[src/core/sarc_pkg.sv]
// Purpose: Shared constants and types for the standby and reset control.
// Assumes: 100 MHz core clock; registers reached over AXI4-Lite.
// Notes:   All offsets are byte addresses on a 32-bit data bus.
package sarc_pkg;

   // ---------------------------------------------------------------
   // Bus and register map
   // ---------------------------------------------------------------
   localparam int ADDR_W = 20;
   localparam logic [ADDR_W-1:0] CLK_OPT_ADDR = 20'h40190;
   localparam logic [ADDR_W-1:0] STBY_STAT_ADDR = 20'h40194;
   localparam logic [ADDR_W-1:0] WAKE_DLY_ADDR = 20'h40198;
   localparam int DEEP_SEL_BIT = 3;
   localparam logic [1:0] RESP_OKAY = 2'h0;
   localparam logic [1:0] RESP_SLVERR = 2'h2;

   // ---------------------------------------------------------------
   // Boot and timing
   // ---------------------------------------------------------------
   localparam logic [31:0] BOOT_ADDR = 32'h00c00000;
   localparam int CLK_PERIOD_NS = 10;
   localparam int WAKE_DLY_NS = 1000;
   // Least time, so round up to whole cycles
   localparam int WAKE_DLY_CYC = (WAKE_DLY_NS + CLK_PERIOD_NS - 1)
      / CLK_PERIOD_NS;
   localparam int DLY_W = 16;

   // ---------------------------------------------------------------
   // Status register field positions
   // ---------------------------------------------------------------
   localparam int STAT_COLD_BIT = 0;
   localparam int STAT_HALT_BIT = 1;
   localparam int STAT_DEEP_BIT = 2;
   localparam int STAT_SLEEP_BIT = 3;
   localparam int STAT_DBG_BIT = 4;
   localparam int STAT_CAUSE_LSB = 8;

   // Wake cause bit order: nmi, external, clock timer, peripheral
   localparam int CAUSE_W = 4;

   typedef enum logic [3:0] {
      ST_RESET, ST_BOOT, ST_RUN, ST_DRAIN, ST_HALT, ST_DHALT,
      ST_SLEEP, ST_WAKEDLY, ST_TRAP
   } sarc_st_t;

   // All state of the controller
   typedef struct packed {
      sarc_st_t st;
      logic [1:0] rst_s;
      logic [1:0] nmi_s;
      logic nmi_prev;
      logic cold;
      logic deep_sel;
      logic to_sleep;
      logic to_deep;
      logic [DLY_W-1:0] dly_cfg;
      logic [DLY_W-1:0] dly_cnt;
      logic [CAUSE_W-1:0] cause;
      logic [31:0] resume_addr;
      logic cpu_run;
      logic init_hold;
      logic cold_init;
      logic boot_req;
      logic psr_clr;
      logic trap_req;
      logic ce_off;
      logic bus_clk_en;
      logic dma_en;
      logic fast_osc_en;
      logic slow_osc_en;
      logic periph_en;
      logic area2_grant;
      logic area2_abort;
      logic aw_got;
      logic w_got;
      logic awready;
      logic wready;
      logic arready;
      logic [ADDR_W-1:0] waddr;
      logic [31:0] wdata;
      logic [3:0] wstrb;
      logic bvalid;
      logic [1:0] bresp;
      logic rvalid;
      logic [31:0] rdata;
      logic [1:0] rresp;
   } sarc_state_t;

endpackage

[src/core/sarc_ctrl.sv]
// Purpose: Standby (halt, deep halt, sleep) and initial reset control.
// Assumes: Interrupt requests and CPU strobes share core_clk_in; the
//          reset and nmi pins are asynchronous and synchronised here.
// Notes:   core_clk_in stands for the fast oscillator clock.
//
// Local design decisions: the AXI4-Lite slave port and the register addresses.
`timescale 1ns/1ps
module sarc_ctrl
   import sarc_pkg::*;
#(
   parameter logic [DLY_W-1:0] WAKE_DLY_RST = DLY_W'(WAKE_DLY_CYC)
)
(
   input wire logic core_clk_in,
   input wire logic reset_in,
   // Pins from the board
   input wire logic rst_pin_n_in,
   input wire logic nmi_pin_n_in,
   // CPU side, same clock
   input wire logic halt_exec_in,
   input wire logic sleep_exec_in,
   input wire logic [31:0] next_pc_in,
   input wire logic psr_ie_in,
   input wire logic dbg_mode_in,
   input wire logic bus_busy_in,
   input wire logic area2_req_in,
   // Interrupt requests already level-filtered by the controller
   input wire logic ext_irq_in,
   input wire logic ctimer_irq_in,
   input wire logic periph_irq_in,
   // Control outputs
   output logic cpu_run_out,
   output logic init_hold_out,
   output logic cold_init_out,
   output logic boot_req_out,
   output logic [31:0] boot_addr_out,
   output logic psr_clr_out,
   output logic trap_req_out,
   output logic [31:0] trap_addr_out,
   output logic ce_off_out,
   output logic bus_clk_en_out,
   output logic dma_en_out,
   output logic fast_osc_en_out,
   output logic slow_osc_en_out,
   output logic periph_en_out,
   output logic area2_grant_out,
   output logic area2_abort_out,
   // AXI4-Lite slave
   input wire logic [ADDR_W-1:0] s_axi_awaddr,
   input wire logic s_axi_awvalid,
   output logic s_axi_awready,
   input wire logic [31:0] s_axi_wdata,
   input wire logic [3:0] s_axi_wstrb,
   input wire logic s_axi_wvalid,
   output logic s_axi_wready,
   output logic [1:0] s_axi_bresp,
   output logic s_axi_bvalid,
   input wire logic s_axi_bready,
   input wire logic [ADDR_W-1:0] s_axi_araddr,
   input wire logic s_axi_arvalid,
   output logic s_axi_arready,
   output logic [31:0] s_axi_rdata,
   output logic [1:0] s_axi_rresp,
   output logic s_axi_rvalid,
   input wire logic s_axi_rready
);

   // ---------------------------------------------------------------
   // State and reset image
   // ---------------------------------------------------------------
   sarc_state_t q;
   sarc_state_t d;
   logic nmi_edge;
   logic mask_ok;
   logic halt_wake;
   logic sleep_wake;
   logic [31:0] stat_word;

   // Pins come up as held in reset with cold start, oscillators on
   localparam sarc_state_t RST_STATE = '{
      st: ST_RESET, nmi_s: 2'h3, nmi_prev: 1'b1, cold: 1'b1,
      dly_cfg: WAKE_DLY_RST, init_hold: 1'b1, cold_init: 1'b1,
      fast_osc_en: 1'b1, slow_osc_en: 1'b1, awready: 1'b1, wready: 1'b1,
      arready: 1'b1, default: '0};

   // ---------------------------------------------------------------
   // Next state
   // ---------------------------------------------------------------
   // Wake terms; nmi edge uses only the second sync stage
   always_comb
   begin
      nmi_edge = q.nmi_prev & ~q.nmi_s[1];
      mask_ok = psr_ie_in;
      halt_wake = nmi_edge
         | (mask_ok & (ext_irq_in | ctimer_irq_in | periph_irq_in));
      // Fast-clocked peripherals are dead in sleep, so ignored
      sleep_wake = nmi_edge
         | (mask_ok & (ext_irq_in | ctimer_irq_in));
      stat_word = '0;
      stat_word[STAT_COLD_BIT] = q.cold;
      stat_word[STAT_HALT_BIT] = (q.st == ST_HALT) | (q.st == ST_DHALT);
      stat_word[STAT_DEEP_BIT] = q.deep_sel;
      stat_word[STAT_SLEEP_BIT] = (q.st == ST_SLEEP);
      stat_word[STAT_DBG_BIT] = dbg_mode_in;
      stat_word[STAT_CAUSE_LSB +: CAUSE_W] = q.cause;
   end

   // Sequencer, outputs and register slave in one image
   always_comb
   begin
      d = q;
      d.boot_req = 1'b0;
      d.psr_clr = 1'b0;
      d.trap_req = 1'b0;
      d.rst_s = {q.rst_s[0], rst_pin_n_in};
      d.nmi_s = {q.nmi_s[0], nmi_pin_n_in};
      d.nmi_prev = q.nmi_s[1];

      case (q.st)
         ST_RESET:
         begin
            if (q.rst_s[1])
            begin
               d.st = ST_BOOT;
               d.boot_req = 1'b1;
               d.psr_clr = 1'b1;
            end
         end
         ST_BOOT:
         begin
            d.st = ST_RUN;
         end
         ST_RUN:
         begin
            if (halt_exec_in | sleep_exec_in)
            begin
               // Return point kept for the wake trap
               d.resume_addr = next_pc_in;
               d.to_sleep = sleep_exec_in;
               d.to_deep = q.deep_sel;
               d.st = ST_DRAIN;
            end
         end
         ST_DRAIN:
         begin
            // Let the running bus cycle end before stopping
            if (!bus_busy_in)
            begin
               if (q.to_sleep)
                  d.st = ST_SLEEP;
               else if (q.to_deep)
                  d.st = ST_DHALT;
               else
                  d.st = ST_HALT;
            end
         end
         ST_HALT, ST_DHALT:
         begin
            if (halt_wake)
            begin
               d.cause = {periph_irq_in, ctimer_irq_in, ext_irq_in,
                  nmi_edge};
               d.st = ST_TRAP;
            end
         end
         ST_SLEEP:
         begin
            if (sleep_wake)
            begin
               d.cause = {1'b0, ctimer_irq_in, ext_irq_in, nmi_edge};
               if (q.dly_cfg != '0)
               begin
                  d.dly_cnt = q.dly_cfg;
                  d.st = ST_WAKEDLY;
               end
               else
                  d.st = ST_TRAP;
            end
         end
         ST_WAKEDLY:
         begin
            // Oscillator settles while the CPU clock stays gated
            d.dly_cnt = q.dly_cnt - DLY_W'(1);
            if (q.dly_cnt == DLY_W'(1))
               d.st = ST_TRAP;
         end
         ST_TRAP:
         begin
            d.trap_req = 1'b1;
            d.st = ST_RUN;
         end
         default:
         begin
            d.st = ST_RESET;
         end
      endcase

      // Pin reset wins over every state move but not over a trap_req from ST_TRAP; nmi level picks restart kind
      if (!q.rst_s[1])
      begin
         d.st = ST_RESET;
         d.cold = q.nmi_s[1];
      end

      // Output image, registered from the next state
      d.cpu_run = (d.st == ST_RUN) | (d.st == ST_TRAP);
      d.init_hold = (d.st == ST_RESET);
      // Hot start leaves bus and pin registers alone
      d.cold_init = (d.st == ST_RESET) & d.cold;
      d.ce_off = (d.st == ST_HALT) | (d.st == ST_DHALT)
         | (d.st == ST_SLEEP) | (d.st == ST_WAKEDLY);
      // Basic halt keeps bus clock and DMA alive
      d.bus_clk_en = !((d.st == ST_DHALT) | (d.st == ST_SLEEP)
         | (d.st == ST_WAKEDLY));
      d.dma_en = d.bus_clk_en & (d.st != ST_RESET)
         & !dbg_mode_in;
      d.fast_osc_en = (d.st != ST_SLEEP);
      d.slow_osc_en = 1'b1;
      d.periph_en = !((d.st == ST_SLEEP) | (d.st == ST_WAKEDLY)
         | (d.st == ST_RESET)) & !dbg_mode_in;
      // Area two blocked outside debug
      d.area2_grant = area2_req_in & dbg_mode_in;
      d.area2_abort = area2_req_in & !dbg_mode_in;

      // Write channel capture, either order
      if (s_axi_awvalid & !q.aw_got & !q.bvalid)
      begin
         d.aw_got = 1'b1;
         d.waddr = s_axi_awaddr;
      end
      if (s_axi_wvalid & !q.w_got & !q.bvalid)
      begin
         d.w_got = 1'b1;
         d.wdata = s_axi_wdata;
         d.wstrb = s_axi_wstrb;
      end
      if (q.aw_got & q.w_got & !q.bvalid)
      begin
         d.aw_got = 1'b0;
         d.w_got = 1'b0;
         d.bvalid = 1'b1;
         d.bresp = RESP_OKAY;
         case (q.waddr)
            CLK_OPT_ADDR:
            begin
               if (q.wstrb[0])
                  d.deep_sel = q.wdata[DEEP_SEL_BIT];
            end
            WAKE_DLY_ADDR:
            begin
               if (q.wstrb[0])
                  d.dly_cfg[7:0] = q.wdata[7:0];
               if (q.wstrb[1])
                  d.dly_cfg[15:8] = q.wdata[15:8];
            end
            STBY_STAT_ADDR:
            begin
               d.bresp = RESP_OKAY; // Read-only, write dropped
            end
            default:
            begin
               d.bresp = RESP_SLVERR;
            end
         endcase
      end
      else if (q.bvalid & s_axi_bready)
         d.bvalid = 1'b0;

      // Read channel, one outstanding read
      if (s_axi_arvalid & !q.rvalid)
      begin
         d.rvalid = 1'b1;
         d.rresp = RESP_OKAY;
         case (s_axi_araddr)
            CLK_OPT_ADDR:
            begin
               d.rdata = '0;
               d.rdata[DEEP_SEL_BIT] = q.deep_sel;
            end
            STBY_STAT_ADDR:
            begin
               d.rdata = stat_word;
            end
            WAKE_DLY_ADDR:
            begin
               d.rdata = {{(32 - DLY_W){1'b0}}, q.dly_cfg};
            end
            default:
            begin
               d.rdata = '0;
               d.rresp = RESP_SLVERR;
            end
         endcase
      end
      else if (q.rvalid & s_axi_rready)
         d.rvalid = 1'b0;
      // Readies registered so every bus output is a flop
      d.awready = !d.aw_got & !d.bvalid;
      d.wready = !d.w_got & !d.bvalid;
      d.arready = !d.rvalid;
   end

   // ---------------------------------------------------------------
   // Registers
   // ---------------------------------------------------------------
   // Single flop bank; outputs other than boot_addr_out are plain taps of it
   always_ff @(posedge core_clk_in or posedge reset_in)
   begin
      if (reset_in)
         q <= RST_STATE;
      else
         q <= d;
   end

   // Output taps
   assign cpu_run_out = q.cpu_run;
   assign init_hold_out = q.init_hold;
   assign cold_init_out = q.cold_init;
   assign boot_req_out = q.boot_req;
   assign boot_addr_out = BOOT_ADDR;
   assign psr_clr_out = q.psr_clr;
   assign trap_req_out = q.trap_req;
   assign trap_addr_out = q.resume_addr;
   assign ce_off_out = q.ce_off;
   assign bus_clk_en_out = q.bus_clk_en;
   assign dma_en_out = q.dma_en;
   assign fast_osc_en_out = q.fast_osc_en;
   assign slow_osc_en_out = q.slow_osc_en;
   assign periph_en_out = q.periph_en;
   assign area2_grant_out = q.area2_grant;
   assign area2_abort_out = q.area2_abort;
   assign s_axi_awready = q.awready;
   assign s_axi_wready = q.wready;
   assign s_axi_bvalid = q.bvalid;
   assign s_axi_bresp = q.bresp;
   assign s_axi_arready = q.arready;
   assign s_axi_rvalid = q.rvalid;
   assign s_axi_rdata = q.rdata;
   assign s_axi_rresp = q.rresp;
endmodule

[config.mk]
export PLATFORM = sky130hd
export DESIGN_NAME = sarc_ctrl
export DESIGN_NICKNAME = d
export VERILOG_FILES = /design/src/core/sarc_pkg.sv /design/src/core/sarc_ctrl.sv
export SDC_FILE = /design/constraint.sdc
export NUM_CORES = 1
export LEC_CHECK = 0
export BUFFER_PORTS_ARGS = -buffer_cell sky130_fd_sc_hd__buf_2
export CELL_PAD_IN_SITES_DETAIL_PLACEMENT = 0
export CELL_PAD_IN_SITES_GLOBAL_PLACEMENT = 1
export CORE_MARGIN = 5
export CORE_UTILIZATION = 42
export DETAILED_ROUTE_END_ITERATION = 10
export PLACE_DENSITY = 0.84
export SETUP_SLACK_MARGIN = 0.3
export SLEW_MARGIN = 40
export SYNTH_ARGS = -nofsm -noshare
export SYNTH_HDL_FRONTEND = slang
export SYNTH_SLANG_ARGS = --single-unit
[constraint.sdc]
create_clock -name core_clk_in -period 9.99 [get_ports core_clk_in]
set_input_delay 1.4985 -clock core_clk_in [delete_from_list [all_inputs] [get_ports core_clk_in]]
set_output_delay 1.4985 -clock core_clk_in [all_outputs]
set_load 0.005 [all_outputs]
=== Word level (Yosys, flattened, before mapping) ===
Cells that the tools add are included.

* Register bits: 175
* Word-level logic and storage cells: 156

* Add/sub/neg operators: 1
* Equality and inequality tests: 25
* Mux-type cells: 29
* Bitwise logic cells: 35
* Reductions and logical operators: 27

{| class="wikitable"
|+ Operators by type and width
! kind !! number
|-
| $eq A20 B19 Y1 const B || 6
|-
| $pmux W16 S3 || 1
|-
| $eq A4 B3 Y1 const B || 8
|-
| $mux W4 || 8
|-
| $pmux W16 S2 || 1
|-
| $pmux W4 S7 || 1
|-
| $and A1 B1 Y1 || 20
|-
| $mux W20 || 1
|-
| $eq A16 B1 Y1 const B || 1
|-
| $mux W16 || 1
|-
| $reduce_bool A16 Y1 || 1
|-
| $sub A16 B1 Y16 const B || 1
|-
| $reduce_and A3 Y1 || 5
|-
| $or A1 B1 Y1 || 14
|-
| $eq A4 B2 Y1 const B || 3
|-
| $mux W2 || 6
|-
| $logic_not A1 Y1 || 11
|-
| $mux W1 || 9
|-
| $eq A4 B4 Y1 const B || 2
|-
| $logic_not A4 Y1 || 2
|-
| $pmux W4 S2 || 1
|-
| $reduce_or A3 Y1 || 2
|-
| $eq A4 B1 Y1 const B || 1
|-
| $ne A2 B2 Y1 const B || 2
|-
| 7 further kinds || 9
|}

=== Depth between registers and ports, before layout ===
* Word-level depth: 13
* Depth in mapped cells: 7

=== Worst setup path before layout ===
OpenSTA, ideal clock, no wires.

* Path type: input port to flip-flop
* From: in s_axi_wvalid
* To: reg q[38] (netlist bit)
* Library setup time: 125 ps
* Arrival time: 2836 ps
* Setup slack: 7030 ps
* Stages on the path: 5
* Buffers on the path: 2
* Cell sequence: nor2b_1 > nor2b_1 > clkbuf_1 > buf_1 > mux2_2

* Word-level cells in the longest chain between the ends: 2

{| class="wikitable"
|+ RTL lines
! what !! RTL line !! RTL
|-
| from (decl) || sarc_ctrl.sv:54 || <nowiki>input wire logic s_axi_wvalid,</nowiki>
|-
| $and A1 B1 Y1 (2 in series) || sarc_ctrl.sv:231 || <nowiki>if (s_axi_wvalid & !q.w_got & !q.bvalid)</nowiki>
|-
| to (signal assigned) || sarc_ctrl.sv:310 || <nowiki>q <= RST_STATE;</nowiki>
|-
| to (signal assigned) || sarc_ctrl.sv:312 || <nowiki>q <= d;</nowiki>
|-
| to (decl) || sarc_ctrl.sv:71 || <nowiki>sarc_state_t q;</nowiki>
|}

No other way between the ends.
A chain may end at the register's enable or synchronous reset.

=== Worst setup path in the final report ===
* From: in s_axi_araddr[1]
* To: reg q (netlist bit s_axi_rdata[10])

* Word-level cells in the longest chain between the ends: 2
* Elaborated cells between the ends (all ways): 4
* Those cells by class: eq/ne: 3; mux: 1

{| class="wikitable"
|+ RTL lines
! what !! RTL line !! RTL
|-
| from (decl) || sarc_ctrl.sv:59 || <nowiki>input wire logic [ADDR_W-1:0] s_axi_araddr,</nowiki>
|-
| $eq A20 B19 Y1 || sarc_ctrl.sv:274 || <nowiki>case (s_axi_araddr)</nowiki>
|-
| $pmux W16 S3 (*) || sarc_ctrl.sv:274 ||
|}

Every way passes the cells marked *; elsewhere a longest branch is shown, timed or not.

==> flow_summary_export.csv <==
group,metric,value,unit
logic_synthesis,yosysSeqAreaShare,53.3,%
clocking,clk_latency,0.42,ns
pwr,power,1.97,mW
finish,drive_gt1_share,44.1,%
route,detail_route.iter0.violations,239,
worst_setup_path,path_max_fanout,10,
clocking,holdBufCountCts,0,
hold_path,hold_path.class,"reg -> reg",
route,drt_first_pass_iters,4,
timing,fin_skew,0.00858,ns
pwr,cellLeakagePower,4.05,nW
timing,max-slew-margin-rel,45.7,%
route,via_per_inst,4.99,
clocking,numClockSinks,156,
route,routed_wl,16.6,mm
timing,clock.fmax,340,MHz
global_route,groute.usage.overall,16.5,%
pwr,vdd_ir_drop_max,0.133,mV
timing,whs,0.360,ns
global_route,overflow,0,
floorplan,start_util,42.7,%
logic_synthesis,synth_cell_types,59,
clocking,cts.repair.resized,0,
timing,finalSetupTns,0,ns
timing,finalSetupViolations,0,
run,maxCapViolCount,0,
worst_setup_path,end_kind,"flip-flop",
clocking,numCtsBuffers,17,
timing,rsz0062_at_grt,"false",
placement,place_congestion,0.797,
logic_synthesis,netlist_area,7360,µm²
timing,worst_slack,7.05,ns
global_route,antenna_found_initial,2,
placement,port_buffers,175,
floorplan,die_area,20300,µm²
logic_synthesis,synth_seq_cells,156,
placement,dpl_worst_slack,6.62,ns
route,wire_per_inst,16.8,µm
route,vias,4915,
timing,finalCritPeriodShare,29.4,%
global_route,grt_busiest_layer,"met2",
pwr,p_per_area,232,nW/µm²
timing,hold_violations,0,
logic_synthesis,ys_warn_count,0,
clocking,clk_pin_slew,0.06,ns
finish,area_growth,15.3,%
timing,tightest_slew,0.804,ns
status,status,"finished, final reports clean",
timing,fin_crit,2.94,ns
floorplan,core,17200,µm²
global_route,use_met2,25.3,%
logic_synthesis,async_flop_share,100,%
floorplan,rows,48,
logic_synthesis,synthFlopType,"dfrtp_1",
floorplan,die_x,142,µm
worst_setup_path,startpoint_type,"input pin",
clocking,post-cts-setup-buffers,0,
clocking,cts_max_level,4,
finish,regArea,3920,µm²
global_route,grt_pass1_wl,26.1,mm
logic_synthesis,synthCells,624,
clocking,cts_tree,"built",
logic_synthesis,synth-edff-count,0,
logic_synthesis,yosysTopAreaCell,"dfrtp_1",
global_route,grt_max_degree,103,
logic_synthesis,synth.area.top_cells,"dfrtp_1 49%, mux2_2 14%, buf_4 10%, dfstp_2 4.6%, nand2_1 1.8%",
finish,multi_input_area,2710,µm²
finish,nets,874,
timing,slew_violations,0,
worst_setup_path,critical_path_arrival,3.29,ns
clocking,cts_buffer_depth,2,
logic_synthesis,yosysTopAreaCellShare,48.6,%
floorplan,die_y,142,µm
route,ant_nets,0,
route,drc_errors,0,
global_route,grt_pass1_vias,4886,
global_route,grt_util_met3,5.48,%
finish,fill_cells,1624,
clocking,cts-root-buf,"clkbuf_16",
placement,dp_hpwl,12.4,mm
logic_synthesis,avgSynthCellArea,11.8,µm²
floorplan,ios,245,
worst_setup_path,path_class,"in -> reg",
worst_setup_path,required,10.34,ns
global_route,use_met1,22.3,%
## sequential cells by signal, indices dropped and copies added (netlist names), 3 cells and up
name	flops
s_axi_rdata	16
q	86
d	3
trap_addr_out	32
## per-layer routing
layer / vias up / part of all wire [%]
met4: 2 / 1.1
met5: - / 0.11
met3: 19 / 10
li1: 2300 / -
met1: 2396 / 44
met2: 198 / 45
## metrics by stage
step | area [µm²] | cells | utilization (%)
6_report | 8480 | 985 | 49.2
5_1_grt | 8480 | 985 | 49.2
4_1_cts | 8480 | 984 | 49.2
3_5_place_dp | 7870 | 952 | 45.7
3_3_place_gp | 7860 | 952 | 45.6
2_1_floorplan | 7540 | 673 | -
## placed cells by master, fill, tap and decap left out, types with 3 or more instances in the layout
| master | synthesis | layout |
|---|---|---|
| inv_1 | 11 | 10 |
| o211ai_1 | 4 | 4 |
| o21ai_0 | 14 | 14 |
| dfstp_2 | 13 | 13 |
| o21a_1 | 7 | 7 |
| clkinvlp_4 | 0 | 3 |
| and2_1 | 5 | 5 |
| clkbuf_16 | 0 | 17 |
| nand4_1 | 4 | 4 |
| nor4b_1 | 3 | 3 |
| o221a_2 | 4 | 4 |
| nor4_1 | 13 | 13 |
| a21oi_1 | 19 | 19 |
| a22o_1 | 10 | 10 |
| buf_2 | 5 | 175 |
| dfrtp_1 | 143 | 143 |
| mux2_2 | 91 | 91 |
| nand3_1 | 19 | 19 |
| nor2_1 | 28 | 28 |
| a32o_1 | 7 | 7 |
| nand2_1 | 36 | 36 |
| nor2b_1 | 10 | 8 |
| nor3_1 | 7 | 7 |
| inv_8 | 0 | 4 |
| buf_4 | 102 | 4 |
| conb_1 | 2 | 51 |
| nand3b_1 | 5 | 5 |
## where the power goes
| group | total [mW] | internal [mW] | leakage [nW] | switching (mW) |
|---|---|---|---|---|
| registers | 0.913 | 0.813 | 1.91 | 0.0992 |
| logic | 0.397 | 0.233 | 1.85 | 0.164 |
| clock network | 0.656 | 0.388 | 0.292 | 0.268 |
## critical path: stages
cell,delay [ns]
buf_2,0.11
nor4b_1,0.32
nand2_1,0.17
nor3_2,0.53
and3_1,0.47
a22o_1,0.19
## path summary, 6_finish.rpt
kind	startpoint	endpoint	slack (ns)	depth (start not counted)
worst max-delay path	s_axi_araddr[1]	s_axi_rdata[10]$_DFFE_PP0P_	7.05	6
min in group asynchronous	reset_in	trap_addr_out[15]$_DFFE_PP0P_	1.21	2
worst max register to register	q[153]$_DFFE_PP0P_	cpu_run_out$_DFF_PP0_	7.75	5
max in group asynchronous	reset_in	s_axi_rdata[5]$_DFFE_PP0P_	7.64	3
worst min-delay path	d[187]$_DFF_PP1_	d[185]$_DFF_PP1_	0.36	0
worst min register to register	d[187]$_DFF_PP1_	d[185]$_DFF_PP1_	0.36	0
## cell type report
cell class / count / share of cell area, %
tap: 225 / 3.32
sequential: 156 / 46.2
inverter: 12 / 0.619
timing repair buffer: 179 / 10.7
clock inverter: 13 / 1.84
multi-input combinational: 380 / 32.0
antenna: 1 / 0.0295
clock buffer: 19 / 5.34
## cells in the mapped netlist (3+ instances only)
cell type,count
a32o_1,7
buf_4,102
clkbuf_1,15
nor2_1,28
nand3_1,19
buf_2,5
a21oi_1,19
dfrtp_1,143
o221a_2,4
nand2_1,36
o21ai_0,14
o211ai_1,4
nor2b_1,10
a22o_1,10
nor4_1,13
dfstp_2,13
and2_1,5
o21a_1,7
nor4b_1,3
nor3_1,7
inv_1,11
nand3b_1,5
mux2_2,91
nand4_1,4
## cell families after synthesis
kind of cell	Yosys count	synth area share (%)
multiplexers	93	14.2
flip-flops	156	53.3
AO/OA/AOI/OAI	79	7.89
buffers and inverters	137	12.5
other	2	0.102
adder cells (fa/ha/maj)	2	0.340
AND/OR/NAND/NOR	155	11.7
Power figures use the tool's default switching activity.
